<file path="src/core/dcc_params.svh">
/*
 * Register offsets, field positions, reset values and frame counts of the
 * channel update and clamp control block.
 * Assumes it is included by its bare name by package-aware design files.
 */
`ifndef DCC_PARAMS_SVH
`define DCC_PARAMS_SVH

`define DCC_ADDR_SYNC      7'h15
`define DCC_ADDR_SPAN      7'h16
`define DCC_ADDR_CLAMP     7'h17
`define DCC_ADDR_SLP_A     7'h18
`define DCC_ADDR_SLP_B     7'h19
`define DCC_ADDR_ALARM     7'h1a
`define DCC_ADDR_TRIG      7'h1c
`define DCC_ADDR_DATA0     7'h30
`define DCC_ADDR_DATA_LAST 7'h37

`define DCC_NCH            8
`define DCC_NGRP           6
`define DCC_NBIP           4
`define DCC_CLAMP_RST      6'h3f
`define DCC_CFG_RST        8'h00
`define DCC_CODE_RST       12'h000
`define DCC_LATCHED_REL_BIT 6
`define DCC_AMP_BIT        7
`define DCC_TRIG_BIT       0

`define DCC_ADDR_LAST_BIT  5'h07
`define DCC_FRAME_LAST_BIT 5'h17
`define DCC_FRAME_BITS     5'h18

`endif

</file>
<file path="src/core/dcc_pkg.sv">
/*
 * Types shared by the channel update and clamp control block.
 * Assumes nothing beyond a SystemVerilog compiler.
 */
package dcc_pkg;
    typedef logic [11:0] dcc_code_t;
    typedef logic [6:0]  dcc_addr_t;
    typedef enum logic [1:0] {
        DCC_SPAN_0_TO_5  = 2'b00,
        DCC_SPAN_M5_TO_0 = 2'b01,
        DCC_SPAN_M4_TO_1 = 2'b10
    } dcc_span_e;
endpackage

</file>
<file path="src/core/dcc_serial_port.sv">
/*
 * Four-wire serial register port: 24-bit frames, read flag then 7-bit
 * address then 16 data bits, most significant first, sampled on rising clock.
 * Assumes the serial clock is at most one eighth of the system clock.
 */
`timescale 1ns/1ps
`default_nettype none
`include "dcc_params.svh"

module dcc_serial_port (
    // System side
    input  wire logic              clk_in,
    input  wire logic              rst_n_in,
    // Serial pins
    input  wire logic              sclk_in,
    input  wire logic              cs_n_in,
    input  wire logic              mosi_in,
    output logic                   miso_out,
    output logic                   miso_oe_out,
    // Register access
    output logic                   wr_stb_out,
    output logic                   rd_stb_out,
    output dcc_pkg::dcc_addr_t     addr_out,
    output logic [15:0]            wdata_out,
    input  wire logic [15:0]       rdata_in
);
    import dcc_pkg::*;

    logic [2:0]  meta_r;
    logic [2:0]  sync_r;
    logic        sclk_d_r;
    logic [4:0]  cnt_r;
    logic [22:0] shin_r;
    logic [15:0] shout_r;
    logic        rise;
    logic        fall;

    // Pins pass two flops before any edge logic looks at them
    always_ff @(posedge clk_in or negedge rst_n_in) begin
        if (!rst_n_in) begin
            meta_r   <= 3'h2;
            sync_r   <= 3'h2;
            sclk_d_r <= 1'b0;
        end else begin
            meta_r   <= {sclk_in, cs_n_in, mosi_in};
            sync_r   <= meta_r;
            sclk_d_r <= sync_r[2];
        end
    end

    assign rise        = ~sync_r[1] & sync_r[2] & ~sclk_d_r;
    assign fall        = ~sync_r[1] & ~sync_r[2] & sclk_d_r;
    assign miso_oe_out = ~sync_r[1];

    always_ff @(posedge clk_in or negedge rst_n_in) begin
        if (!rst_n_in) begin
            cnt_r      <= 5'h00;
            shin_r     <= 23'h000000;
            rd_stb_out <= 1'b0;
            wr_stb_out <= 1'b0;
            addr_out   <= 7'h00;
            wdata_out  <= 16'h0000;
        end else begin
            rd_stb_out <= rise && cnt_r == `DCC_ADDR_LAST_BIT && shin_r[6];
            wr_stb_out <= rise && cnt_r == `DCC_FRAME_LAST_BIT && !shin_r[22];
            if (sync_r[1]) begin
                cnt_r <= 5'h00;
            end else if (rise && cnt_r != `DCC_FRAME_BITS) begin
                cnt_r  <= cnt_r + 5'h01;
                shin_r <= {shin_r[21:0], sync_r[0]};
            end
            if (rise && cnt_r == `DCC_ADDR_LAST_BIT) begin
                addr_out <= {shin_r[5:0], sync_r[0]};
            end
            if (rise && cnt_r == `DCC_FRAME_LAST_BIT) begin
                wdata_out <= {shin_r[14:0], sync_r[0]};
            end
        end
    end

    // Read data is captured the cycle after the address strobe
    always_ff @(posedge clk_in or negedge rst_n_in) begin
        if (!rst_n_in) begin
            shout_r  <= 16'h0000;
            miso_out <= 1'b0;
        end else if (sync_r[1]) begin
            shout_r  <= 16'h0000;
            miso_out <= 1'b0;
        end else if (rd_stb_out) begin
            shout_r <= rdata_in;
        end else if (fall && cnt_r > `DCC_ADDR_LAST_BIT) begin
            miso_out <= shout_r[15];
            shout_r  <= {shout_r[14:0], 1'b0};
        end
    end
endmodule
`default_nettype wire

</file>
<file path="src/core/dcc_dac_control.sv">
/*
 * Update and clamp control for eight 12-bit channels: four bipolar in two
 * pairs, four auxiliary. Registers sit behind the four-wire serial port.
 * Assumes the analog side uses channel_clamp_out to switch each output to its clamp and
 * pair_clamp_to_supply_out to pick the negative supply over the ref pin.
 */
// What this block does
// - Each auxiliary channel picks its own span, low or high, in the span register.
// - Auxiliary channels power up and clamp to analog ground, never configurable.
// - Eight 12-bit straight-binary data registers, one per channel.
// - Host data writes land first in a per-channel buffer register.
// - Reading a data register returns the active value, not the buffer.
// - Per-channel update mode; immediate mode copies buffer to active on write.
// - Synchronized channels move buffer to active together on register or pin trigger.
// - Entering clamp switches the output at once; buffer and active are kept.
// - Data writes are accepted during clamp and used after release.
// - Leaving clamp drives the active value at once in any update mode.
// - Pair A clamps from ref pin A, pair B from ref pin B, or supply in fault.
// - Software clamp register: one bit per pair and per aux channel, 1 clamps.
// - A positive bipolar supply fault clamps all bipolar channels to the negative supply.
// - Software clamp writes are ignored for groups held by a sleep pin.
// - A high sleep pin clamps at once the groups in its mask register.
// - Sleep pins and masks also drive the amplifier enable output.
// - With the latched release bit set, release needs pin low then a clamp write.
// - With the latched release bit clear, pin low releases the clamp by itself.
// - An alarm rise clamps the groups in the alarm mask; alarm fall does not release.
// - Reset clamps every channel and loads default codes into buffer and active.
// - Each bipolar pair picks span 0..5 V, -5..0 V or -4..1 V.
`timescale 1ns/1ps
`default_nettype none
`include "dcc_params.svh"

module dcc_dac_control (
    // Clock and reset
    input  wire logic                       clk_sys_in,
    input  wire logic                       resetn_in,
    // Serial register port
    input  wire logic                       sclk_in,
    input  wire logic                       cs_n_in,
    input  wire logic                       mosi_in,
    output logic                            miso_out,
    output logic                            miso_oe_out,
    // Control pins
    input  wire logic                       converter_update_trigger_in,
    input  wire logic                       sleep_pin_a_in,
    input  wire logic                       sleep_pin_b_in,
    input  wire logic                       alarm_output_in,
    input  wire logic                       supply_fault_in,
    // Channel outputs
    output dcc_pkg::dcc_code_t [7:0]        channel_code_out,
    output logic [7:0]                      channel_clamp_out,
    output logic [1:0]                      pair_clamp_to_supply_out,
    output dcc_pkg::dcc_span_e [1:0]        pair_span_out,
    output logic [3:0]                      aux_span_high_out,
    output logic                            amplifier_enable_out
);
    import dcc_pkg::*;

    logic                 rst_meta_r;
    logic                 rst_n_r;
    logic [4:0]           pin_meta_r;
    logic [4:0]           pin_sync_r;
    logic                 trig_pin_d_r;
    logic                 alarm_d_r;
    logic                 trig_s;
    logic                 slp_a_s;
    logic                 slp_b_s;
    logic                 alarm_s;
    logic                 fault_s;
    logic                 wr_stb;
    logic                 rd_stb;
    dcc_addr_t            addr;
    logic [15:0]          wdata;
    logic [15:0]          rdata;
    logic                 data_hit;
    logic                 trig_pulse;
    logic                 alarm_rise;
    logic [7:0]           sync_mode_r;
    logic [7:0]           span_r;
    logic [7:0]           mask_a_r;
    logic [7:0]           mask_b_r;
    logic [7:0]           alarm_mask_r;
    logic [5:0]           sw_clamp_r;
    logic [5:0]           sleep_force;
    logic [5:0]           grp_clamp;
    dcc_code_t [7:0]      buf_r;
    dcc_code_t [7:0]      buf_nxt;
    dcc_code_t [7:0]      active_r;
    logic [7:0]           wr_ch;

    // Reset is released through two flops
    always_ff @(posedge clk_sys_in or negedge resetn_in) begin
        if (!resetn_in) begin
            rst_meta_r <= 1'b0;
            rst_n_r    <= 1'b0;
        end else begin
            rst_meta_r <= 1'b1;
            rst_n_r    <= rst_meta_r;
        end
    end

    always_ff @(posedge clk_sys_in or negedge rst_n_r) begin
        if (!rst_n_r) begin
            pin_meta_r   <= 5'h00;
            pin_sync_r   <= 5'h00;
            trig_pin_d_r <= 1'b0;
            alarm_d_r    <= 1'b0;
        end else begin
            pin_meta_r   <= {converter_update_trigger_in, sleep_pin_a_in, sleep_pin_b_in,
                             alarm_output_in, supply_fault_in};
            pin_sync_r   <= pin_meta_r;
            trig_pin_d_r <= pin_sync_r[4];
            alarm_d_r    <= pin_sync_r[1];
        end
    end

    assign trig_s     = pin_sync_r[4];
    assign slp_a_s    = pin_sync_r[3];
    assign slp_b_s    = pin_sync_r[2];
    assign alarm_s    = pin_sync_r[1];
    assign fault_s    = pin_sync_r[0];
    assign alarm_rise = alarm_s & ~alarm_d_r;

    dcc_serial_port u_port (
        .clk_in      (clk_sys_in),
        .rst_n_in    (rst_n_r),
        .sclk_in     (sclk_in),
        .cs_n_in     (cs_n_in),
        .mosi_in     (mosi_in),
        .miso_out    (miso_out),
        .miso_oe_out (miso_oe_out),
        .wr_stb_out  (wr_stb),
        .rd_stb_out  (rd_stb),
        .addr_out    (addr),
        .wdata_out   (wdata),
        .rdata_in    (rdata)
    );

    assign data_hit = addr >= `DCC_ADDR_DATA0 && addr <= `DCC_ADDR_DATA_LAST;

    // Trigger bit is never stored, so it reads back as zero
    assign trig_pulse = (wr_stb && addr == `DCC_ADDR_TRIG && wdata[`DCC_TRIG_BIT])
                        || (trig_s && !trig_pin_d_r);

    always_ff @(posedge clk_sys_in or negedge rst_n_r) begin
        if (!rst_n_r) begin
            sync_mode_r  <= `DCC_CFG_RST;
            span_r       <= `DCC_CFG_RST;
            mask_a_r     <= `DCC_CFG_RST;
            mask_b_r     <= `DCC_CFG_RST;
            alarm_mask_r <= `DCC_CFG_RST;
        end else if (wr_stb) begin
            case (addr)
                `DCC_ADDR_SYNC:  sync_mode_r  <= wdata[7:0];
                `DCC_ADDR_SPAN:  span_r       <= wdata[7:0];
                `DCC_ADDR_SLP_A: mask_a_r     <= wdata[7:0];
                `DCC_ADDR_SLP_B: mask_b_r     <= wdata[7:0];
                `DCC_ADDR_ALARM: alarm_mask_r <= wdata[7:0];
                default: ;
            endcase
        end
    end

    // Groups: 0 pair A, 1 pair B, 2..5 aux channels 1..4
    genvar g;
    generate
        for (g = 0; g < `DCC_NGRP; g = g + 1) begin : g_grp
            logic hold_set;
            assign sleep_force[g] = (slp_a_s & mask_a_r[g]) | (slp_b_s & mask_b_r[g]);
            // Latched release keeps the software bit set behind the pin
            assign hold_set = (slp_a_s & mask_a_r[g] & mask_a_r[`DCC_LATCHED_REL_BIT])
                            | (slp_b_s & mask_b_r[g] & mask_b_r[`DCC_LATCHED_REL_BIT]);
            assign grp_clamp[g] = sw_clamp_r[g] | sleep_force[g];

            // Set sources win over a host clear in the same cycle
            always_ff @(posedge clk_sys_in or negedge rst_n_r) begin
                if (!rst_n_r) begin
                    sw_clamp_r[g] <= 1'(`DCC_CLAMP_RST >> g);
                end else if (hold_set || (alarm_rise && alarm_mask_r[g])) begin
                    sw_clamp_r[g] <= 1'b1;
                end else if (wr_stb && addr == `DCC_ADDR_CLAMP && !sleep_force[g]) begin
                    sw_clamp_r[g] <= wdata[g];
                end
            end
        end
    endgenerate

    genvar c;
    generate
        for (c = 0; c < `DCC_NCH; c = c + 1) begin : g_ch
            localparam int GRP = (c < `DCC_NBIP) ? c / 2 : c - 2;
            assign wr_ch[c]   = wr_stb && data_hit && addr[2:0] == 3'(c);
            assign buf_nxt[c] = wr_ch[c] ? wdata[11:0] : buf_r[c];

            always_ff @(posedge clk_sys_in or negedge rst_n_r) begin
                if (!rst_n_r) begin
                    buf_r[c]    <= `DCC_CODE_RST;
                    active_r[c] <= `DCC_CODE_RST;
                end else begin
                    buf_r[c] <= buf_nxt[c];
                    if ((wr_ch[c] && !sync_mode_r[c]) || (trig_pulse && sync_mode_r[c])) begin
                        active_r[c] <= buf_nxt[c];
                    end
                end
            end

            // Clamp never touches the codes, so release shows active at once
            assign channel_code_out[c] = active_r[c];

            always_ff @(posedge clk_sys_in or negedge rst_n_r) begin
                if (!rst_n_r) begin
                    channel_clamp_out[c] <= 1'b1;
                end else begin
                    channel_clamp_out[c] <= grp_clamp[GRP] || (c < `DCC_NBIP && fault_s);
                end
            end
        end
    endgenerate

    // Aux channels clamp to analog ground, fixed in the analog path
    always_ff @(posedge clk_sys_in or negedge rst_n_r) begin
        if (!rst_n_r) begin
            pair_clamp_to_supply_out <= 2'h0;
            pair_span_out[0]         <= DCC_SPAN_0_TO_5;
            pair_span_out[1]         <= DCC_SPAN_0_TO_5;
            aux_span_high_out        <= 4'h0;
        end else begin
            pair_clamp_to_supply_out <= {2{fault_s}};
            pair_span_out[0]         <= (span_r[1:0] == 2'h3) ? DCC_SPAN_0_TO_5 : dcc_span_e'(span_r[1:0]);
            pair_span_out[1]         <= (span_r[3:2] == 2'h3) ? DCC_SPAN_0_TO_5 : dcc_span_e'(span_r[3:2]);
            aux_span_high_out        <= span_r[7:4];
        end
    end

    // Amplifier off while a sleep pin with its amp bit set is high
    always_ff @(posedge clk_sys_in or negedge rst_n_r) begin
        if (!rst_n_r) begin
            amplifier_enable_out <= 1'b0;
        end else begin
            amplifier_enable_out <= !((slp_a_s && mask_a_r[`DCC_AMP_BIT]) ||
                                      (slp_b_s && mask_b_r[`DCC_AMP_BIT]));
        end
    end

    always_comb begin
        rdata = 16'h0000;
        if (data_hit) begin
            rdata = {4'h0, active_r[addr[2:0]]};
        end else begin
            case (addr)
                `DCC_ADDR_SYNC:  rdata = {8'h00, sync_mode_r};
                `DCC_ADDR_SPAN:  rdata = {8'h00, span_r};
                `DCC_ADDR_CLAMP: rdata = {10'h000, sw_clamp_r};
                `DCC_ADDR_SLP_A: rdata = {8'h00, mask_a_r};
                `DCC_ADDR_SLP_B: rdata = {8'h00, mask_b_r};
                `DCC_ADDR_ALARM: rdata = {8'h00, alarm_mask_r};
                default:         rdata = 16'h0000;
            endcase
        end
    end
endmodule
`default_nettype wire

</file>
<file path="config.mk">
export PLATFORM = sky130hd
export DESIGN_NAME = dcc_dac_control
export DESIGN_NICKNAME = d
export VERILOG_FILES = /design/src/core/dcc_pkg.sv /design/src/core/dcc_serial_port.sv /design/src/core/dcc_dac_control.sv
export VERILOG_INCLUDE_DIRS = /design/src /design/src/core
export SDC_FILE = /design/constraint.sdc
export NUM_CORES = 1
export LEC_CHECK = 0
export ABC_AREA = 1
export BUFFER_PORTS_ARGS = -buffer_cell sky130_fd_sc_hd__buf_2
export CORE_ASPECT_RATIO = 1.4
export CORE_UTILIZATION = 60
export CTS_CLUSTER_DIAMETER = 150
export DETAILED_ROUTE_END_ITERATION = 7
export PLACE_DENSITY = 0.8
export REMOVE_ABC_BUFFERS = 1
export SLEW_MARGIN = 20
export SYNTH_ARGS = -nofsm -noshare
export SYNTH_HDL_FRONTEND = slang
export SYNTH_HIERARCHICAL = 1
export SYNTH_SLANG_ARGS = --single-unit
</file>
<file path="constraint.sdc">
create_clock -name clk_sys_in -period 12.2 [get_ports clk_sys_in]
set_clock_uncertainty 0.05 [all_clocks]
set_input_delay 1.22 -clock clk_sys_in [delete_from_list [all_inputs] [get_ports clk_sys_in]]
set_output_delay 1.22 -clock clk_sys_in [all_outputs]
set_load 0.01 [all_outputs]
</file>
# After elaboration in Yosys (flattened, before gate mapping)
# Index checks and enable logic that the tools add are counted.
[word_totals]
reg_bits = 341
in_bits = 10
out_inout_bits = 117
wordCells = 267
[op_classes]
addsub = 1
magnitude_cmp = 4
eq_ne = 20
muxes = 34
bitwise_logic = 51
reduce_logical = 102
[op_table]
columns = ["op", "n"]
rows = [
  ["$mux 12", 10],
  ["$logic_and 1x1->1", 50],
  ["$eq 7x5->1 const B", 7],
  ["$mux 16", 3],
  ["$pmux 8 s6", 1],
  ["$bmux 12 s3", 1],
  ["$and 1x1->1", 29],
  ["$logic_or 1x1->1", 18],
  ["$or 1x1->1", 18],
  ["$logic_not 1->1", 17],
  ["$reduce_bool 2->1", 8],
  ["$mux 1", 15],
  ["$reduce_and 2->1", 7],
  ["$eq 3x3->1 const B", 4],
  ["$mux 5", 2],
  ["$ge 7x6->1 const B", 1],
  ["$le 7x6->1 const B", 1],
  ["$eq 3x2->1 const B", 2],
  ["$add 5x1->5 const B", 1],
  ["$eq 5x3->1 const B", 1],
  ["$eq 5x5->1 const B", 1],
  ["$gt 5x3->1 const B", 1],
  ["$ne 5x5->1 const B", 1],
  ["$eq 2x2->1 const B", 2],
  ["other kinds (7)", 11],
]

# Longest topological paths before layout
# Gate-level depths: netlist of run 1.
[logic_depth]
ltp_word = 7
ltp_mapped = 14
mapped_depth_nobuf = 12

# Hierarchy
# Netlist of run 1, hierarchy kept.
[modules_own_cells]
columns = ["mod", "instances", "cells_each", "area_each_um2", "seq_area_each_um2"]
rows = [
  ["dcc_dac_control", 1, 1438, 11803.8, 6721.4],
  ["dcc_serial_port", 1, 357, 3191.8, 1929.4],
]

# Worst setup path after synthesis of run 1
# OpenSTA, ideal clock, no wires.
[synth_path]
path_kind = "register to output"
from = "register channel_clamp_out[1]"
to = "output port channel_clamp_out[1]"
arrival_time_ns = 0.649
t_required_ns = 10.930
slack_ns = 10.281
path_stages_with_launch = 2
path_buffers = 1
path_cell_list = "dfstp_2 buf_4"
[synth_rtl]
columns = ["item", "line_no", "text"]
rows = [
  ["start, declared", "dcc_dac_control.sv:51", "output logic [7:0] channel_clamp_out,"],
  ["start signal, assigned by index", "dcc_dac_control.sv:214", "channel_clamp_out[c] <= grp_clamp[GRP] || (c < `DCC_NBIP && fault_s);"],
]
# No word-level cell between the ends.

# Worst setup path in the final report of run 1
[layout_path]
from = "register u_port.addr_out[0]"
to = "register active_r, in the netlist channel_code_out[41]"
[layout_between]
elab_chain_cells = 6
elab_cells_between_ends = 14
cone_classes = "2 x order compare; 2 x eq/ne; 1 x mux; 9 x reduce/logical"
[layout_rtl]
columns = ["item", "line_no", "text"]
rows = [
  ["start, declared", "dcc_serial_port.sv:23", "output dcc_pkg::dcc_addr_t addr_out,"],
  ["start signal, assigned", "dcc_serial_port.sv:73", "addr_out <= {shin_r[5:0], sync_r[0]};"],
  ["$ge 7x6->1 (no line), or another cell as far along", "n/a", ""],
  ["$logic_and 1x1->1 (no line)", "n/a", ""],
  ["$logic_and 1x1->1 (on tied branches)", "dcc_dac_control.sv:192, dcc_dac_control.sv:142", ""],
  ["$logic_and 1x1->1 or $logic_or 1x1->1 (tied branches)", "dcc_dac_control.sv:192, dcc_dac_control.sv:142", ""],
  ["$logic_and 1x1->1", "dcc_dac_control.sv:201", "if ((wr_ch[c] && !sync_mode_r[c]) || (trig_pulse && sync_mode_r[c])) begin"],
  ["$logic_or 1x1->1", "dcc_dac_control.sv:201", ""],
  ["end signal, assigned by index", "dcc_dac_control.sv:198", "active_r[c] <= `DCC_CODE_RST;"],
  ["end signal, assigned by index", "dcc_dac_control.sv:202", "active_r[c] <= buf_nxt[c];"],
  ["end, declared", "dcc_dac_control.sv:88", "dcc_code_t [7:0] active_r;"],
]
# Several ways; a longest one is shown, not always the timed one.
# A chain may end at the register's enable or synchronous reset.

==> results of run 1 <==
==> worst register-to-register path, stage by stage (launching register included) <==
cell and delay (ns):
dfrtp_1 0.87, nand2_2 0.37, nor2_1 0.67, nand3_1 0.50
nand2_1 0.51, nand2_1 0.34, nand2_1 0.17, nand2_1 0.06
==> layer usage <==
layer  vias up  GRT usage  wire length [µm]
met4         0      0.163              2330
met5         -          0                 0
met1      6087      0.462             16900
li1       5880          -                 -
met2       545      0.534             19100
met3       127     0.0436              3010
==> worst max-delay path by stage <==
stage | start | end | depth (start not counted)
global placement | u_port/addr_out[0]$_DFFE_PN0P_ | channel_code_out[41]$_DFFE_PN0P_ | 7
CTS | u_port/addr_out[0]$_DFFE_PN0P_ | channel_code_out[41]$_DFFE_PN0P_ | 7
finish | u_port/addr_out[0]$_DFFE_PN0P_ | channel_code_out[41]$_DFFE_PN0P_ | 7
detailed placement | u_port/addr_out[0]$_DFFE_PN0P_ | channel_code_out[41]$_DFFE_PN0P_ | 7
floorplan | rst_n_r$_DFF_PN0_ | alarm_d_r$_DFF_PN0_ | 0
global route | u_port/addr_out[0]$_DFFE_PN0P_ | channel_code_out[41]$_DFFE_PN0P_ | 7
==> registers in the layout (all words and copies together) (netlist names), 8 cells and up <==
signal            cells
channel_code_out     96
mask_a_r              8
u_port/shout_r       16
alarm_mask_r          8
mask_b_r              8
u_port/shin_r        23
sync_mode_r           8
u_port/wdata_out     12
buf_r                96
span_r                8
==> power by group <==
group / internal [mW] / switching [mW] / total, mW
Combinational: 0.00786 / 0.0364 / 0.0443
Clock: 0.593 / 0.425 / 1.02
Sequential: 1.14 / 0.00965 / 1.15
==> cell type report <==
type | count | share of cell area
Clock buffer | 49 | 0.0593
Clock inverter | 9 | 0.00634
Inverter | 112 | 0.0255
Multi-Input combinational cell | 1238 | 0.327
Sequential cell | 341 | 0.516
Tap cell | 310 | 0.0234
Timing Repair Buffer | 136 | 0.0426
==> results.md, run 1 <==
- Clock sinks: 341
- Worst slew pin tran: 0.987 ns
- WS Path Type: flop to flop
- Delay-heaviest family, CP: simple AND/OR/NAND/NOR gates
- Most common cell after layout, fill and taps aside: nand2_1
- CTS buffer count: 31
- Cells on Worst Hold Path: 0
- Routed Antenna Nets: 0
- Initial detailed-routing violation count: between 1000 and 1500
- Sum Neg Setup Slack: 0 ns
- Max FO, Critical Path: 20
- Ant. Diodes: 0
- Static leakage: around 8.5 nW
- R2R depth: 7
- Routed length per placed instance: 18.9 µm
- RSZ-0062 raised after global routing: false
- GRT Overall Usage: 0.337
- Initial antenna violation count: 0
- CP max stage delay: 0.87 ns
- Crit Reg-Reg Startpoint: u_port/addr_out[0]$_DFFE_PN0P_
- Die Width: between 100 and 150 µm
- CTS tree: built
- Crit path time final: 3.65 ns
- Design area: 16600 µm²
- Placed cell area: 15500 µm²
- Syn-to-layout area delta: 11.6%
- Share of cells above drive strength 1: 0.130
- Clock root cell: clkbuf_16
- Vias: 12600
- Clk Latency, worst-skew pair: 0.57 ns
- Initial Utilization: 0.616
- Hold slack: 0.297 ns
- Pwr dens: 134 nW/µm²
- Post-Syn Area: 14900 µm²
- Final Setup Violations: 0
- First-pass GRT wire length: between 60000 and 70000 µm
- H-tree depth: 1
- PortBufs: 126
- HP Start: u_port/meta_r[2]$_DFF_PN0_
- Worst EP arrival: 4.06 ns
- DP Wirelength: about 29000 µm
- Syn_area_per_cell: 8.33 µm²
- GPL Wtd Cong: 0.965
- Setup bufs post-CTS: 0
- CP Cell Sequence: nand2_2, nor2_1, nand3_1, nand2_1, nand2_1, nand2_1, nand2_1
- Std cell rows: 67
- # IOs: 127
- Period utilization: 0.299
- Detailed Routing Iterations Pass 1: 7
- Outcome: complete, no violations
- Critical Path Source Type: flop
- Buf/Inv on CP: 0
- DRC viols: 0
- Capturing point of the worst reg2reg path: channel_code_out[41]$_DFFE_PN0P_
- Storage cell area: 8560 µm²
- CTS clock-pin slew for the worst setup and hold paths: 0.06 ns
- Setup slack after layout: 8.55 ns
- Multi-input logic area: roughly 5400 µm²
- CTS Hold Bufs: 0
- Max Clk Rate: roughly 270 MHz
- Layout fillers: 1931
- CTS Buffer Depth: 3
- Die area: 25400 µm²
- Final hold vios: 0
- Slowest cell on crit path: dfrtp_1
- Pwr Total: 2.22 mW
- Crit-path most repeated cell: nand2_1
- Largest net degree at the start of global routing: a little over 80
- Most frequent cells in the layout: 676 x nand2_1, 325 x dfrtp_1, 139 x nand3_1
- Data required, critical path: about 13 ns
- Die height: 188 µm
- Count of pins over their slew limit: 0
- Maximum VDD drop: 0.124 mV
- Placed insts: ~2100
- CTS resizes: 0
- Worst Hold Path EP: u_port/sync_r[2]$_DFF_PN0_
- CP endpoint kind: flop
- Final Non-Filler Cells: 2195
- HP Class: flop to flop
- Slew Limit Headroom: 0.342
- Gate Count Post-Synth: 1783
- Total gr overflow: 0
- Core ar.: 24100 µm²
- Yosys Warn Count: 6
- Final Util: 0.687
- Worst slack at placement: 8.64 ns
- Worst R2R Setup Slack: 8.55 ns
- Total Wirelength: 41400 µm
- Maxcap violations: 0
- Final #Nets: 1872
- Via/cell ratio: 5.76
- Vias in the first global route: 12100
No activity file was read; power rests on OpenSTA's default activity.
==> run 2: changes to the inputs <==
clock period = 3.6 ns   (was 12.2 ns; I/O delays follow)
==> run 2 against run 1 <==
Compared with the run above: cell area rose by 1.8%; power rose to 3.5 times the previous value; first-iteration DRC count rose by 9.6%.
==> results.md, run 2 (synthesis results as in run 1) <==
- CTS tree: built (unchanged)
- Crit path time final: 2.84 ns (was 3.65 ns)
- Routed length per placed instance: 19.0 µm (was 18.9 µm)
- Count of pins over their slew limit: 0 (unchanged)
- Die Width: 135 µm (unchanged)
- Final Non-Filler Cells: 2220 (was 2195)
- Die area: 25400 µm² (unchanged)
- Die height: 188 µm (unchanged)
- Detailed Routing Iterations Pass 1: 6 (was 7)
- CTS Hold Bufs: 9 (was 0)
- Setup bufs post-CTS: 0 (unchanged)
- Vias in the first global route: 12200 (was 12100)
- Pwr dens: 457 nW/µm² (was 134 nW/µm²)
- Final #Nets: 1898 (was 1872)
- Routed Antenna Nets: 0 (unchanged)
- Period utilization: 0.790 (was 0.299)
- CTS resizes: 0 (unchanged)
- Placed insts: 2151 (was 2137)
- Pwr Total: 7.71 mW (was 2.22 mW)
- Via/cell ratio: 5.74 (was 5.76)
- Maxcap violations: 0 (unchanged)
- Clock root cell: clkbuf_16 (unchanged)
- CP endpoint kind: flop (unchanged)
- CTS Buffer Depth: 3 (unchanged)
- Most frequent cells in the layout: 677 x nand2_1, 325 x dfrtp_1, 139 x nand3_1 (was 676 x nand2_1, 325 x dfrtp_1, 139 x nand3_1)
- Final Setup Violations: 0 (unchanged)
- CTS clock-pin slew for the worst setup and hold paths: 0.06 ns (about the same)
- Total gr overflow: 0 (unchanged)
- CP max stage delay: 0.50 ns (was 0.87 ns)
- H-tree depth: 2 (was 1)
- Syn-to-layout area delta: 13.6% (was 11.6%)
- GPL Wtd Cong: 0.926 (was 0.965)
- Std cell rows: 67 (unchanged)
- Final hold vios: 0 (unchanged)
- Outcome: complete, no violations (unchanged)
- Crit-path most repeated cell: nand2_1 (unchanged)
- Share of cells above drive strength 1: 0.135 (was 0.130)
- GRT Overall Usage: 0.342 (was 0.337)
- Slew Limit Headroom: 0.392 (was 0.342)
- Most common cell after layout, fill and taps aside: nand2_1 (unchanged)
- CTS buffer count: 34 (was 31)
- First-pass GRT wire length: 65900 µm (was 65700 µm)
- Largest net degree at the start of global routing: 80 (was 81)
- Core ar.: 24100 µm² (unchanged)
- WS Path Type: flop to flop (unchanged)
- Static leakage: 8.69 nW (was 8.54 nW)
- DP Wirelength: 29700 µm (was 29000 µm)
- Critical Path Source Type: flop (unchanged)
- Worst EP arrival: 3.19 ns (was 4.06 ns)
- Ant. Diodes: 0 (unchanged)
- Clk Latency, worst-skew pair: 0.52 ns (was 0.57 ns)
- # IOs: 127 (unchanged)
- Initial detailed-routing violation count: 1418 (was 1294)
- Slowest cell on crit path: dfrtp_1 (unchanged)
- Max Clk Rate: 352 MHz (was 274 MHz)
- Worst slew pin tran: 0.909 ns (was 0.987 ns)
- Vias: 12700 (was 12600)
- PortBufs: 126 (unchanged)
- DRC viols: 0 (unchanged)
- Clock sinks: 341 (unchanged)
- RSZ-0062 raised after global routing: false (unchanged)
- Max FO, Critical Path: 14 (was 20)
- Data required, critical path: 3.94 ns (was 12.60 ns)
- CP Cell Sequence: inv_2, nand2_1, nor2_4, nand3_1, nand2_1, nand2_1, nand2_1, nand2_1 (was nand2_2, nor2_1, nand3_1, nand2_1, nand2_1, nand2_1, nand2_1)
- Initial Utilization: 0.616 (unchanged)
- Initial antenna violation count: 0 (unchanged)
- Total Wirelength: 42200 µm (was 41400 µm)
- Maximum VDD drop: 0.404 mV (was 0.124 mV)
- HP Class: input pin to async pin (was flop to flop)
[run 2: changes by cell type in the layout (fill, tap and decap cells not counted)]
cell           before  now
bufinv_16           2    3
nand2_2            10    9
nand2_1           676  677
clkbuf_1            4    5
clkinv_2            4    5
nor2_1            117  118
dlygate4sd3_1       0    9
clkinv_4            0    2
buf_4              10   20
clkbuf_16          31   35
clkbuf_8           14    8
nor2_2             10    9
inv_6               2    1
buf_12              0    4
[run 2: final timing paths]
check | end | cells after the start | slack (ns) | start
setup reg to reg | channel_code_out[48]$_DFFE_PN0P_ | 8 | 0.76 | u_port/addr_out[1]$_DFFE_PN0P_
hold reg to reg | pin_sync_r[0]$_DFF_PN0_ | 0 | 0.30 | pin_meta_r[0]$_DFF_PN0_
hold / removal | rst_meta_r$_DFF_PN0_ | 2 | 0.11 | resetn_in
setup / recovery | channel_code_out[48]$_DFFE_PN0P_ | 8 | 0.76 | u_port/addr_out[1]$_DFFE_PN0P_
min in group clk_sys_in | pin_sync_r[0]$_DFF_PN0_ | 0 | 0.30 | pin_meta_r[0]$_DFF_PN0_
max in group asynchronous | channel_clamp_out[4]$_DFF_PN1_ | 1 | 2.22 | rst_n_r$_DFF_PN0_
[run 2: metrics by stage]
stage          area [µm²]   util  setup TNS [ns]  hold slack, ns  worst slack [ns]
6_report            16900  0.699               0           0.112             0.756
5_1_grt             16900  0.699               0           0.117             0.501
4_1_cts             16900  0.699               0           0.113             0.797
3_5_place_dp        15600  0.648               0          0.0970             0.797
3_3_place_gp        15600  0.648               0          0.0948             0.880
2_1_floorplan       14400      -        -2372.93          0.0144             -6.63
[run 2: where the power goes]
part | internal, mW | switching [mW]
Sequential | 3.87 | 0.0358
Combinational | 0.0404 | 0.126
Clock | 2.17 | 1.47
Total | 6.08 | 1.63
[run 2: area by class of cell]
type                       count  area (µm²)
sequential                   341        8560
fill                        1892        7260
multi-input combinational   1238        5420
clock buffer                  48        1000
timing repair buffer         159         951
inverter                     112         423
tap                          310         388
clock inverter                12         149
[run 2: worst max-delay path, delay by kind of cell (launching register included)]
| kind | cells | cell delay [ns] |
|---|---|---|
| and+or+nand+nor | 7 | 1.89 |
| DFF | 1 | 0.50 |
| buffers and inverters | 1 | 0.28 |
[run 2: metal layers]
metal | vias to the layer above | share of wire | global-route usage
met1 | 6099 | 0.40 | 0.461
met2 | 603 | 0.47 | 0.540
met5 | - | 0 | 0
met4 | 0 | 0.055 | 0.179
li1 | 5912 | - | -
met3 | 122 | 0.079 | 0.0506
